$ cat src/wprot_pkg.sv
/*
 * Constants and types for the serial flash write-protection block.
 * Assumes a 20 MHz core clock sampling the serial link pins.
 */
`default_nettype none
package wprot_pkg;
    localparam logic [7:0] write_latch_set_cmd   = 8'h06;
    localparam logic [7:0] write_latch_clear_cmd = 8'h04;
    localparam logic [7:0] status_write_cmd      = 8'h01;
    localparam logic [7:0] status_read_lo_cmd    = 8'h05;
    localparam logic [7:0] status_read_hi_cmd    = 8'h35;
    localparam logic [7:0] page_write_cmd        = 8'h02;
    localparam logic [7:0] four_kib_wipe_cmd     = 8'h20;
    localparam logic [7:0] block32_wipe_cmd      = 8'h52;
    localparam logic [7:0] block_wipe_cmd        = 8'hD8;
    localparam logic [7:0] chip_wipe_cmd         = 8'hC7;
    localparam logic [7:0] chip_wipe_alt_cmd     = 8'h60;
    localparam logic [7:0] pause_cmd             = 8'h75;
    localparam logic [7:0] resume_cmd            = 8'h7A;
    localparam logic [7:0] deep_sleep_cmd        = 8'hB9;
    localparam logic [7:0] wake_cmd              = 8'hAB;

    // Status bit positions
    localparam int busy_pos   = 0;
    localparam int latch_pos  = 1;
    localparam int size0_pos  = 2;
    localparam int tb_pos     = 5;
    localparam int fine_pos   = 6;
    localparam int glow_pos   = 7;
    localparam int ghigh_pos  = 8;
    localparam int quad_pos   = 9;
    localparam int lock1_pos  = 11;
    localparam int inv_pos    = 14;
    localparam int pause_pos  = 15;
    localparam logic [15:0] status_reset = 16'h0000;
    // Bits a status write may touch (lock bits only set, handled apart)
    localparam logic [15:0] status_wr_mask = 16'h43FC;

    localparam int  busy_time_ns = 10000;
    localparam int  clk_ns       = 50;
    localparam logic [15:0] busy_cycles = 16'(busy_time_ns / clk_ns);

    typedef enum logic [3:0] {
        st_idle = 4'b0001,
        st_cmd  = 4'b0010,
        st_data = 4'b0100,
        st_done = 4'b1000
    } frame_state_t;
endpackage
`default_nettype wire

$ cat src/region_decode.sv
/*
 * Decodes the protect code into a protected address range and
 * checks one 4 KiB-aligned target against it.
 * Assumes address in 4 KiB units (9 bits over 2 MiB).
 */
`default_nettype none
module region_decode
    import wprot_pkg::*;
(
    // Protect code
    input  wire logic       fine,
    input  wire logic       bottom,
    input  wire logic [2:0] size,
    input  wire logic       invert,
    // Target range in 4 KiB units, first and last
    input  wire logic [8:0] first_sec,
    input  wire logic [8:0] last_sec,
    output logic            hit
);
    logic [9:0] span;
    logic       all_w;
    logic       none_w;
    logic [8:0] lo;
    logic [8:0] hi;
    logic       base_hit;

    assign all_w  = size[2:1] == 2'b11;                         // RULE10
    assign none_w = size == 3'b000;                             // RULE9
    // Span in sectors: 64KB blocks 16<<(n-1); fine: 1<<(n-1), 32KB caps
    assign span = fine ? (size[2] ? 10'd8 : 10'd1 << (size[1:0] - 2'd1))
                       : 10'd16 << (size - 3'd1);
    assign lo = bottom ? 9'd0 : 9'(10'd512 - span);
    assign hi = bottom ? 9'(span - 10'd1) : 9'd511;
    assign base_hit = all_w ? 1'b1 : none_w ? 1'b0
                    : (last_sec >= lo) && (first_sec <= hi);
    // Invert: complement region; any overlap with it blocks the target
    assign hit = invert ? (all_w ? 1'b0 : none_w ? 1'b1
                 : bottom ? (last_sec > hi) : (first_sec < lo))   // RULE11
               : base_hit;
endmodule // region_decode
`default_nettype wire

$ cat src/flash_write_protection.sv
/*
 * Write-protection and status logic of a serial flash: latch, busy,
 * protect decode, status guard modes, chip wipe gating, deep sleep.
 * Assumes serial clock, select and data pins asynchronous to clk;
 * mode 0/3 framing, MSB first, rising-edge sampling.
 */
// How it works
// [RULE1] Write-latch-set command sets latch flag
// [RULE2] Latch cleared at reset and by writes
// [RULE3] Deep sleep ignores all but wake
// [RULE4] Guard pin low locks protect and guards
// [RULE5] Writes refused while latch flag is zero
// [RULE6] Busy flag high during write operations
// [RULE7] Lower status byte bit layout
// [RULE8] Upper status byte bit layout
// [RULE9] Zero code none; 64KB top/bottom fractions
// [RULE10] Code 11x all; fine sizes 4-32KB
// [RULE11] Invert protects the exact complement
// [RULE12] Protect bits only by status write
// [RULE13] Protect bits writable only when unguarded
// [RULE14] Chip wipe only with unprotected code
// [RULE15] Guards 00: write whenever latch set
// [RULE16] Guards 01, pin low: refuse
// [RULE17] Guards 01, pin high: allow
// [RULE18] Guards 10: locked until power cycle
// [RULE19] Guards 11: locked permanently (code clears it at reset, as for guards 10)
// [RULE20] Quad enable defaults zero
// [RULE21] Lock bits set once only
// [RULE22] Invert bit read-write, default zero
// [RULE23] Paused flag set/cleared by commands
// [RULE24] Refused status write changes nothing (code still clears the latch flag)
`default_nettype none
module flash_write_protection
    import wprot_pkg::*;
(
    // Core
    input  wire logic        clk,
    input  wire logic        rstn,
    // Serial link pins
    input  wire logic        sclk,
    input  wire logic        sel_n,
    input  wire logic        sdi,
    input  wire logic        guard_n,
    output logic             sdo,
    output logic             sdo_oe_n,
    // Status view and array strobes
    output logic [15:0]      status,
    output logic             sleeping,
    output logic             array_write_go
);
    logic [1:0]  sclk_s;
    logic [1:0]  sel_s;
    logic [1:0]  sdi_s;
    logic [1:0]  guard_s;
    logic        sclk_d_r;
    logic        sel_d_r;
    frame_state_t st_r;
    logic [5:0]  bits_r;
    logic [7:0]  op_r;
    logic [31:0] sh_r;
    logic [15:0] stat_r;
    logic [15:0] busy_cnt_r;
    logic        sleep_r;
    logic        go_r;
    logic        sdo_r;
    logic        oe_n_r;
    logic [15:0] tx_r;

    wire rise = sclk_s[1] & ~sclk_d_r;
    wire fall = ~sclk_s[1] & sclk_d_r;
    wire sel  = ~sel_s[1];
    wire frame_end = ~sel & sel_d_r;
    wire [31:0] sh_in = {sh_r[30:0], sdi_s[1]};
    wire [5:0] nbits = bits_r;
    wire byte_ok = nbits[2:0] == 3'd0;
    wire [7:0] op_end = op_r;
    wire latch = stat_r[latch_pos];
    wire busy  = stat_r[busy_pos];
    wire [1:0] guards = {stat_r[ghigh_pos], stat_r[glow_pos]};
    // Pin becomes a data lane once quad enable is set
    wire pin_low = ~guard_s[1] & ~stat_r[quad_pos];
    wire [2:0] size = stat_r[size0_pos +: 3];
    wire inv = stat_r[inv_pos];

    function automatic logic is_wipe(input logic [7:0] c);
        is_wipe = c == four_kib_wipe_cmd || c == block32_wipe_cmd
               || c == block_wipe_cmd;
    endfunction

    // Status write permission by guard mode
    wire hw_guard = guards == 2'b01 && pin_low;                 // RULE4
    // Lock-down and one-time lock refuse until reset clears them
    wire sr_locked = guards[1];                         // RULE18 RULE19
    wire sr_open = guards == 2'b00                      // RULE15
                || (guards == 2'b01 && !pin_low);       // RULE16 RULE17
    wire sr_ok = latch && sr_open && !sr_locked;
    wire chip_ok = inv ? size[2:1] == 2'b11 : size == 3'b000;  // RULE14

    // Target in 4 KiB units; block sizes widen the range
    wire [23:0] addr = sh_r[23:0];
    wire [8:0] tgt_first = op_end == block_wipe_cmd
                         ? {addr[20:16], 4'h0}
                         : op_end == block32_wipe_cmd
                         ? {addr[20:15], 3'h0} : addr[20:12];
    wire [8:0] tgt_last = op_end == block_wipe_cmd
                        ? {addr[20:16], 4'hF}
                        : op_end == block32_wipe_cmd
                        ? {addr[20:15], 3'h7} : addr[20:12];
    logic prot_hit;

    region_decode u_region (
        .fine      (stat_r[fine_pos]),
        .bottom    (stat_r[tb_pos]),
        .size      (size),
        .invert    (inv),
        .first_sec (tgt_first),
        .last_sec  (tgt_last),
        .hit       (prot_hit)
    );

    // Address for a page write sits in bytes 2-4 of a longer frame
    logic [23:0] pw_addr_r;
    wire [8:0] pw_sec = pw_addr_r[20:12];
    logic pw_hit;
    region_decode u_region_pw (
        .fine      (stat_r[fine_pos]),
        .bottom    (stat_r[tb_pos]),
        .size      (size),
        .invert    (inv),
        .first_sec (pw_sec),
        .last_sec  (pw_sec),
        .hit       (pw_hit)
    );

    wire is_pw   = op_end == page_write_cmd;
    wire is_chip = op_end == chip_wipe_cmd || op_end == chip_wipe_alt_cmd;
    wire is_sr   = op_end == status_write_cmd;
    wire len_cmd = nbits == 6'd8;
    wire len_adr = nbits == 6'd32;
    wire len_sr  = nbits == 6'd16 || nbits == 6'd24;
    wire pw_len  = is_pw && nbits >= 6'd40 && byte_ok;
    // Commands act only at a clean frame end, awake and idle
    wire exec = frame_end && !sleep_r && !busy;

    // Next status: frame effects first, busy countdown last so it wins
    logic [15:0] stat_nxt;
    logic        go_nxt;
    logic [15:0] sr_new;
    always_comb begin
        stat_nxt = stat_r;
        go_nxt   = 1'b0;
        sr_new   = {sh_r[7:0], sh_r[15:8]};
        if (nbits == 6'd16)
            sr_new = {stat_r[15:8], sh_r[7:0]};
        if (exec && byte_ok) begin
            if (len_cmd && op_end == write_latch_set_cmd)
                stat_nxt[latch_pos] = 1'b1;                     // RULE1
            if (len_cmd && op_end == write_latch_clear_cmd)
                stat_nxt[latch_pos] = 1'b0;                     // RULE2
            if (len_cmd && op_end == pause_cmd)
                stat_nxt[pause_pos] = 1'b1;                     // RULE23
            if (len_cmd && op_end == resume_cmd)
                stat_nxt[pause_pos] = 1'b0;                     // RULE23
            if (is_sr && len_sr && latch) begin                 // RULE5
                stat_nxt[latch_pos] = 1'b0;                     // RULE2
                if (sr_ok) begin                                // RULE24
                    // RULE12 RULE13 RULE20 RULE22
                    stat_nxt = (stat_r & ~status_wr_mask)
                             | (sr_new & status_wr_mask);
                    if (hw_guard) begin
                        stat_nxt[glow_pos -: 6] = stat_r[glow_pos -: 6];
                        stat_nxt[ghigh_pos] = stat_r[ghigh_pos];
                    end
                    stat_nxt[lock1_pos +: 3] = stat_r[lock1_pos +: 3]
                                | sr_new[lock1_pos +: 3];       // RULE21
                    stat_nxt[latch_pos] = 1'b0;
                    stat_nxt[busy_pos]  = 1'b1;                 // RULE6
                end
            end
            if ((is_wipe(op_end) && len_adr || is_chip && len_cmd
                 || pw_len) && latch) begin                     // RULE5
                stat_nxt[latch_pos] = 1'b0;                     // RULE2
                if (is_wipe(op_end) ? !prot_hit                 // RULE12
                    : is_chip ? chip_ok : !pw_hit) begin        // RULE14
                    stat_nxt[busy_pos] = 1'b1;                  // RULE6
                    go_nxt = 1'b1;
                end
            end
        end
        if (busy && busy_cnt_r == 16'd1)
            stat_nxt[busy_pos] = 1'b0;                          // RULE6
    end

    // Two flip-flops on every pin input
    always_ff @(posedge clk or negedge rstn) begin
        if (!rstn) begin
            sclk_s  <= 2'b00;
            sel_s   <= 2'b11;
            sdi_s   <= 2'b00;
            guard_s <= 2'b11;
        end else begin
            sclk_s  <= {sclk_s[0], sclk};
            sel_s   <= {sel_s[0], sel_n};
            sdi_s   <= {sdi_s[0], sdi};
            guard_s <= {guard_s[0], guard_n};
        end
    end

    // Frame capture: bit count, opcode, shift register
    always_ff @(posedge clk or negedge rstn) begin
        if (!rstn) begin
            sclk_d_r  <= 1'b0;
            sel_d_r   <= 1'b0;
            st_r      <= st_idle;
            bits_r    <= 6'd0;
            op_r      <= 8'h00;
            sh_r      <= 32'h0;
            pw_addr_r <= 24'h0;
        end else begin
            sclk_d_r <= sclk_s[1];
            sel_d_r  <= sel;
            case (st_r)
                st_idle: if (sel) begin
                    st_r   <= st_cmd;
                    bits_r <= 6'd0;
                end
                st_cmd, st_data: if (!sel) begin
                    st_r <= st_done;
                end else if (rise) begin
                    sh_r <= sh_in;
                    // Count saturates so overlong frames stay unusable
                    if (bits_r != 6'd63)
                        bits_r <= bits_r + 6'd1;
                    if (bits_r == 6'd7) begin
                        op_r <= sh_in[7:0];
                        st_r <= st_data;
                    end
                    if (bits_r == 6'd31)
                        pw_addr_r <= sh_in[23:0];
                end
                st_done: st_r <= st_idle;
                default: st_r <= st_idle;
            endcase
        end
    end

    // Status, busy timer, sleep
    always_ff @(posedge clk or negedge rstn) begin
        if (!rstn) begin
            stat_r     <= status_reset;                         // RULE2
            busy_cnt_r <= 16'd0;
            sleep_r    <= 1'b0;
            go_r       <= 1'b0;
        end else begin
            stat_r <= stat_nxt;
            go_r   <= go_nxt;
            // Timer loads as busy rises, then runs down to zero
            if (stat_nxt[busy_pos] && !busy)
                busy_cnt_r <= busy_cycles;
            else if (busy_cnt_r != 16'd0)
                busy_cnt_r <= busy_cnt_r - 16'd1;
            if (frame_end && byte_ok && len_cmd && !busy) begin
                if (sleep_r && op_end == wake_cmd)
                    sleep_r <= 1'b0;                            // RULE3
                else if (!sleep_r && op_end == deep_sleep_cmd)
                    sleep_r <= 1'b1;
            end
        end
    end

    // Status read out on falling sclk; reads also refused in sleep
    wire rd_lo = op_r == status_read_lo_cmd;
    wire rd_hi = op_r == status_read_hi_cmd;
    always_ff @(posedge clk or negedge rstn) begin
        if (!rstn) begin
            sdo_r  <= 1'b0;
            oe_n_r <= 1'b1;
            tx_r   <= 16'h0;
        end else begin
            if (!sel || sleep_r) begin                          // RULE3
                oe_n_r <= 1'b1;
            end else if (st_r == st_data && (rd_lo || rd_hi) && fall) begin
                oe_n_r <= 1'b0;
                // RULE7 RULE8
                if (nbits[2:0] == 3'd0) begin
                    // Top bit goes out now, the rest queue behind it
                    sdo_r <= rd_lo ? stat_r[7] : stat_r[15];
                    tx_r  <= {(rd_lo ? stat_r[6:0] : stat_r[14:8]), 9'h000};
                end else begin
                    sdo_r <= tx_r[15];
                    tx_r  <= {tx_r[14:0], 1'b0};
                end
            end
        end
    end

    assign sdo            = sdo_r;
    assign sdo_oe_n       = oe_n_r;
    assign status         = stat_r;
    assign sleeping       = sleep_r;
    assign array_write_go = go_r;
endmodule // flash_write_protection
`default_nettype wire

$ cat config.mk
export PLATFORM = sky130hd
export DESIGN_NAME = flash_write_protection
export DESIGN_NICKNAME = d
export VERILOG_FILES = /design/src/wprot_pkg.sv /design/src/region_decode.sv /design/src/flash_write_protection.sv
export SDC_FILE = /design/constraint.sdc
export NUM_CORES = 1
export LEC_CHECK = 0
export ABC_AREA = 1
export BUFFER_PORTS_ARGS = -buffer_cell sky130_fd_sc_hd__buf_4
export CAP_MARGIN = 20
export CORE_MARGIN = 4
export CORE_UTILIZATION = 30
export DETAILED_ROUTE_END_ITERATION = 16
export SYNTH_ARGS = -nofsm -noshare
export SYNTH_HDL_FRONTEND = slang
export SYNTH_SLANG_ARGS = --single-unit
$ cat constraint.sdc
create_clock -name clk -period 4.2 [get_ports clk]
set_clock_uncertainty 0.2 [all_clocks]
set_input_delay 0 -clock clk [delete_from_list [all_inputs] [get_ports clk]]
set_output_delay 0 -clock clk [all_outputs]
set_load 0.05 [all_outputs]
==> impl_results.md, run 1 <==
- Status: completed
- Critical Path RT: 4.28 ns
- Placed cell area: about 0.0066 sq mm
- Post-Synthesis Cells: just under 800
- Routed WL: 14,800 microns
- DR pass1 iterations: 5
- Initial antenna violation count: 0
- Share of cells above drive strength 1: 0.117
- First-pass GRT wire length: between 20,000 and 30,000 microns
- Diode count: 0
- Hold Crit Start: sclk
- Final GP Congestion: between 0.9 and 1
- Post-synthesis compound-gate area fraction: 0.131
- Adder-Cell Fraction of Synth Area: 0.0977
- H-tree Lvls: 3
- GR peak layer: met2
- Vias in the first global route: 5,000
- Worst hold path depth: 2
- Port Buffers: 24
- Crit-path cells: nor2_2, inv_1, ha_1, nor2_4, nand2_2, nand4_1, a21oi_1, xnor2_1, or2_2, ha_1, nand3_1, or4_1, nand3b_1, nand2_1, inv_1, nand2_1, nand2_1, nand3_1, nand2_1, inv_1, nand2_2, nand2_4, buf_6, nor2_4
- Grt ovf: 0
- Final Power: approximately 2.2 mW
- Post-synthesis sequential area ratio: 0.408
- Final hold slack: 0.0906 ns
- Initial DRC Count: just under 300
- I/O pin count: 26
- Worst Max-Slew Pin Slew: ~0.9 ns
- Net count after synthesis: between 800 and 900
- Critical Path Sink Type: flop
- Core box area: slightly above 0.02 sq mm
- Vias per inst: around 4.7
- Syn avg cell area: ~7.9 sq um
- Leakage: between 3 and 4 nW
- Clock-pin slew on the worst setup and hold paths: ~0.07 ns
- Arr. time, crit path: slightly above 4 ns
- Final Cycle Share: 0.941
- Crit Path Max Fanout: 9
- Min-delay worst type: input port to flop
- Setup violators final: 0
- Layout area overhead: 14.7%
- Netlist cell types: between 40 and 50
- Grt met2 use: 0.217
- MaxCap Viol Count: 0
- Worst setup margin: ~0.25 ns
- Final Max Slew Viols: 0
- DR DRC count: 0
- RSZ-0062 raised after global routing: no
- Die width: ~150 microns
- RR Endpoint: busy_cnt_r[13]
- CP peak stage delay: about 0.47 ns
- Max Root-Sink Buffers: 2
- Max Freq: between 200 and 300 MHz
- Mux cell area share after synthesis: 0.00163
- Post-synth ARST share: 1.00
- Largest net degree at the start of global routing: 70
- WS Path Type: flop to flop
- Post-Synth Simple-Gate Area: 0.254
- Fin Setup TNS: 0 ns
- Routed Antenna Nets: 0
- Root Driver: clkbuf_16
- Reg2reg path depth: 24
- Most frequent CP cell: nand2_1
- Starting Density: 0.305
- Synthesized flop and latch total: 100
- Netlist Area Pre-Place: slightly above 0.006 sq mm
- CP max stage cell: or4_1
- Ys Warns: 0
- XOR/XNOR share of the synthesized area: 0.0257
- Reg2reg start: status[2]
- Flop-to-flop setup slack: 0.25 ns
- Total CTS buffers: 9
- Total GRT Usage: 0.139
- Synth top area cells: dfrtp_1 (38%), ha_1 (9.8%), nand2_1 (9.8%)
- Normalized max-slew margin: 0.400
- Vias: between 5,000 and 6,000
- FILL cells: between 2,000 and 2,500
- Maximum VDD drop: between 300 and 400 uV
- Largest family of logic cells by synthesized area: simple AND/OR/NAND/NOR gates
- Met1 usage: 0.193
- Die area: 0.0228 sq mm
- Top FF cell, synth: dfrtp_1
- M3 GR Usage: 0.0344
- CP startpoint kind: flop
- Die height: approximately 150 microns
- Yosys top cell by area: dfrtp_1
- Pre-CTS WS: between 0.1 and 0.15 ns
- Wire per inst: between 10 and 15 microns
- Post-synth EDFFs: 0
- Area share of the largest cell type after synthesis: 0.383
- Clk_lat worst skew: around 0.35 ns
- Final Cell Area: slightly above 0.007 sq mm
- Final Hold Vio Count: 0
- Clk sink count: 100
- Hold EP: sclk_s[0]
- Fin crit period: a little under 4 ns
- PwrDens: 305 mW/mm^2
- FP Rows: 52
- DP Wirelength: between 10,000 and 15,000 microns
- Layout Nets: just under 900
- CTS tree: built
layout by cell type, fill, tap and decap left out, types with 2 or more instances in the layout:
| master | count |
|---|---|
| bufinv_16 | 2 |
| o41ai_1 | 2 |
| xor2_1 | 12 |
| nand3b_1 | 2 |
| nor3_1 | 13 |
| xnor2_1 | 6 |
| nor2_1 | 75 |
| o21bai_1 | 5 |
| nand3_1 | 33 |
| nor2_2 | 5 |
| dfstp_2 | 6 |
| clkbuf_16 | 9 |
| inv_1 | 102 |
| a211oi_1 | 3 |
| a21oi_1 | 44 |
| nand4_1 | 17 |
| and2_1 | 2 |
| ha_1 | 48 |
| buf_4 | 36 |
| dfrtp_1 | 92 |
| or2_2 | 5 |
| nor4_1 | 6 |
| a31o_2 | 2 |
| o21a_1 | 2 |
| dfrtp_2 | 2 |
| a31oi_1 | 5 |
| nand2_1 | 159 |
| o21ai_0 | 78 |
| nand2_2 | 7 |
| dlygate4sd3_1 | 5 |
| nor2_4 | 13 |
| inv_2 | 2 |
layer usage:
metal	part of all wire	vias up	wire, microns
met4	0.018	0	261
met1	0.48	2381	7170
li1	-	2625	-
met3	0.042	18	622
met5	0	-	0
met2	0.46	91	6780
registers in the layout (all words and copies together), names as in the netlist, 4 cells and up:
| register | cells |
|---|---|
| sh_r | 21 |
| busy_cnt_r | 16 |
| status | 15 |
| pw_addr_r | 9 |
| op_end | 8 |
| tx_r | 7 |
| bits_r | 6 |
| st_r | 4 |
area by class of cell:
| class | count | area, sq um | share of cell area |
|---|---|---|---|
| clock buffers | 11 | 243 | 0.0344 |
| inverters | 105 | 394 | 0.0559 |
| well taps | 270 | 338 | 0.0479 |
| multi-input cells | 556 | 3160 | 0.448 |
| clock inverters | 4 | 73.8 | 0.0105 |
| repair buffers | 42 | 332 | 0.0470 |
| flip-flops and latches | 100 | 2510 | 0.356 |
through the flow:
stage / utilization / instances
global placement: 0.330 / 1066
finish: 0.349 / 1088
detailed placement: 0.330 / 1066
floorplan: - / 779
global route: 0.349 / 1088
CTS: 0.348 / 1086
report_power, final:
part	switching, mW	internal [mW]	leakage (nW)
registers	0.0206	1.00	1.36
clock network	0.350	0.535	0.156
logic	0.186	0.0563	2.02
total	0.556	1.60	3.53
worst max-delay path: cells and delay by family, from the launching register on:
kind | cells | cell delay [ns]
buffers and inverters | 4 | 0.35
xor gates and xnor gates | 1 | 0.09
AOI/OAI and AO/OA | 1 | 0.16
adders and majority gates | 2 | 0.67
and+or+nand+nor | 16 | 1.94
DFF | 1 | 0.46
how the worst max path moves through the flow:
stage | startpoint | to
6_report | status[2] | busy_cnt_r[13]
5_1_grt | status[2] | busy_cnt_r[7]
4_1_cts | status[2] | busy_cnt_r[13]
3_5_place_dp | status[2] | busy_cnt_r[9]
3_3_place_gp | status[2] | busy_cnt_r[9]
2_1_floorplan | status[3] | busy_cnt_r[9]
synth_stat cells, types with 4 or more instances:
cell,number
a21oi_1,44
clkbuf_1,12
xnor2_1,6
nor3_1,13
xor2_1,12
nor2_1,78
a31oi_1,5
nand4_1,17
nor2_4,12
dfstp_2,6
o21bai_1,5
ha_1,48
buf_4,4
o21ai_0,78
nand2_1,160
inv_1,102
nand3_1,33
or2_2,5
nand2_2,6
dfrtp_1,94
nor4_1,6
kinds of logic (layout without fill, tap and decap cells):
logic type / after synthesis / after routing
flops: 100 / 100
compound gates: 147 / 147
fa+ha+maj: 48 / 48
simple gates: 341 / 341
buf+inv: 123 / 162
other cells: 1 / 1
mux: 1 / 1
xor+xnor: 18 / 18
what timing repair did:
action                     CTS  global route
resized for setup            0             7
setup endpoints to repair    0            12
hold buffers                 5             0
setup buffers                0             2
hold endpoints to repair    72             0
(Power assumes the default switching activity.)
==> run 2: changes to the inputs <==
CORE_UTILIZATION = 62   (was 30)
PLACE_DENSITY = 0.8   (was unset)
==> run 2 against run 1 <==
Effect of this change:
- the flow now finishes with violations (negative hold slack)
- non-clock buffer count fell by 3
- core utilization grew 35 points
- sequential share of layout area grew 1.3 points
- maximum frequency shrank 2.2%
- final cell count shrank 13%
- cell area is 3.6% lower
- total power is 14% lower
- routed wire length shrank 1.7%
- clock power fell by 34%
- combinational power decreased by 2%
==> impl_results.md, run 2 (synthesized netlist as in run 1, its figures left out) <==
- Status: finished, violations left
- Violated checks: negative hold slack
- Crit Path Max Fanout: 8 (-1)
- Final Hold Vio Count: 1 (+1)
- Grt met2 use: 0.434 (+0.217)
- Die area: 0.0116 sq mm (-49%)
- Critical Path Sink Type: flop
- Vias: 5,436 (+6.3%)
- Layout Nets: 865 (-0.35%)
- WS Path Type: flop to flop
- PwrDens: 272 mW/mm^2 (-11%)
- CP peak stage delay: 0.53 ns (+0.06 ns)
- I/O pin count: 26 (unchanged)
- CP max stage cell: or4_1
- Die height: 108 microns (-29%)
- Final Max Slew Viols: 0 (unchanged)
- Core box area: 0.00973 sq mm (-52%)
- Multi-input logic area: 0.00321 sq mm (+1.8%)
- DP Wirelength: 11,100 microns (-4.7%)
- Arr. time, crit path: 4.15 ns (+0.11 ns)
- Diode count: 0 (unchanged)
- Clk sink count: 100 (unchanged)
- Top Family by Delay on Critical Path: simple AND/OR/NAND/NOR gates
- Routed WL: 14,600 microns (-1.7%)
- CTS tree: built
- Initial DRC Count: 484 (+64%)
- Vias per inst: 5.73 (+22%)
- Layout area overhead: 10.6%
- Die width: 108 microns (-29%)
- Critical path buffer and inverter count: 5 (+1)
- M3 GR Usage: 0.0438 (+0.00938)
- Total GRT Usage: 0.262 (+0.124)
- Final GP Congestion: 0.997 (+7.1%)
- Critical Path RT: 4.31 ns (+0.03 ns)
- DR DRC count: 0 (unchanged)
- Fin crit period: 4.04 ns (+0.0890 ns)
- MaxCap Viol Count: 0 (unchanged)
- Setup violators final: 0 (unchanged)
- DR pass1 iterations: 5 (unchanged)
- Reg with most FFs: sh_r
- Most frequent cells in the layout: nand2_1 (159), inv_1 (100), dfrtp_1 (92)
- Root Driver: clkbuf_8
- Port Buffers: 24 (unchanged)
- Final Cycle Share: 0.962 (+0.0212)
- Max Root-Sink Buffers: 2 (unchanged)
- Max Freq: 247 MHz (-2.2%)
- Final core occ: 0.698 (+0.349)
- Final hold slack: -0.000423 ns (-0.0910 ns)
- Clock-pin slew on the worst setup and hold paths: 0.10 ns (+0.03 ns)
- Total CTS buffers: 9 (unchanged)
- Fin Setup TNS: 0 ns (unchanged)
- Routed Antenna Nets: 0 (unchanged)
- Grt ovf: 0 (unchanged)
- Final Power: 1.85 mW (-14%)
- Normalized max-slew margin: 0.388 (-0.0127)
- Register Area: 0.00251 sq mm (unchanged)
- Reg2reg start: status[3]
- First-pass GRT wire length: 24,200 microns (-3.6%)
- Met1 usage: 0.347 (+0.154)
- Initial antenna violation count: 0 (unchanged)
- Min-delay worst type: input port to async pin
- Largest net degree at the start of global routing: 58 (-17%)
- CP startpoint kind: flop
- CP startpoint: status[3]
- Most frequent CP cell: nand2_1
- Maximum VDD drop: 332 uV (+0.59%)
- FP Rows: 36 (-31%)
- Most common cell after layout, fill and taps aside: nand2_1
- GR peak layer: met2
- Leakage: 3.46 nW (-2.0%)
- Clk_lat worst skew: 0.37 ns (+0.02 ns)
- Number of flip-flops in the largest register: 21 (unchanged)
- H-tree Lvls: 3 (unchanged)
- FILL cells: 802 (-62%)
- Worst Max-Slew Pin Slew: 0.910 ns (+0.0107 ns)
- Vias in the first global route: 5,128 (+2.6%)
- Starting Density: 0.632 (+0.327)
- Wire per inst: 15.4 microns (+13%)
- Share of cells above drive strength 1: 0.124 (+0.00642)
run 2: area by class of cell:
cell class | instances | share of cell area
Clock inverter | 4 | 0.00479
Tap cell | 133 | 0.0245
Inverter | 105 | 0.0584
Timing Repair Buffer | 39 | 0.0468
Sequential cell | 100 | 0.370
Clock buffer | 12 | 0.0228
Multi-Input combinational cell | 556 | 0.473
run 2: through the flow:
stage               worst slack [ns]  std cells  cell area [sq um]
CTS                          0.00431        946               6680
detailed placement            0.0307        925               6450
global placement               0.198        925               6450
floorplan                      0.189        779               6140
finish                         0.158        949               6790
global route                 -0.0316        949               6790
run 2: what timing repair did:
action / in CTS / in global routing
hold buffers: 5 / 0
endpoints found under the setup margin: 0 / 17
resized for setup: 0 / 21
hold endpoints to repair: 60 / 0
setup buffers: 0 / 3
run 2: layer usage:
| layer | wire, microns | vias up | part of all wire |
|---|---|---|---|
| met2 | 7080 | 211 | 0.49 |
| li1 | - | 2624 | - |
| met4 | 482 | 0 | 0.033 |
| met3 | 887 | 57 | 0.061 |
| met5 | 0 | - | 0 |
| met1 | 6140 | 2544 | 0.42 |
run 2: worst paths after layout:
check / end / slack (ns) / cells past startpoint
hold / removal: pw_addr_r[15] / -0.0004 / 2
setup / recovery: busy_cnt_r[15] / 0.16 / 25
setup reg to reg: busy_cnt_r[15] / 0.16 / 25
max in group asynchronous: guard_s[0] / 2.77 / 3
hold reg to reg: guard_s[1] / 0.15 / 0
min in group clk: sdi_s[0] / 0.08 / 2
run 2: report_power, final:
group / total, mW / internal (mW) / switching (mW)
Clock: 0.584 / 0.251 / 0.333
Combinational: 0.237 / 0.0560 / 0.181
Sequential: 1.03 / 1.00 / 0.0230
run 2: worst register-to-register path: stages (launching register included):
cell,delay (ns)
dfrtp_1,0.42
buf_4,0.19
inv_2,0.05
nor2_2,0.13
nand2_1,0.09
ha_1,0.23
nand2_1,0.12
nor2_4,0.05
nand4_1,0.13
o21ai_0,0.16
or2_2,0.33
ha_1,0.31
nand2_1,0.09
or4_1,0.53
nand3b_1,0.11
nand2_1,0.05
inv_1,0.04
nand2_1,0.05
nand2_1,0.05
nand3_1,0.07
nand2_1,0.06
inv_1,0.04
nand2_2,0.12
nand2_8,0.10
buf_12,0.19
nor2_4,0.07
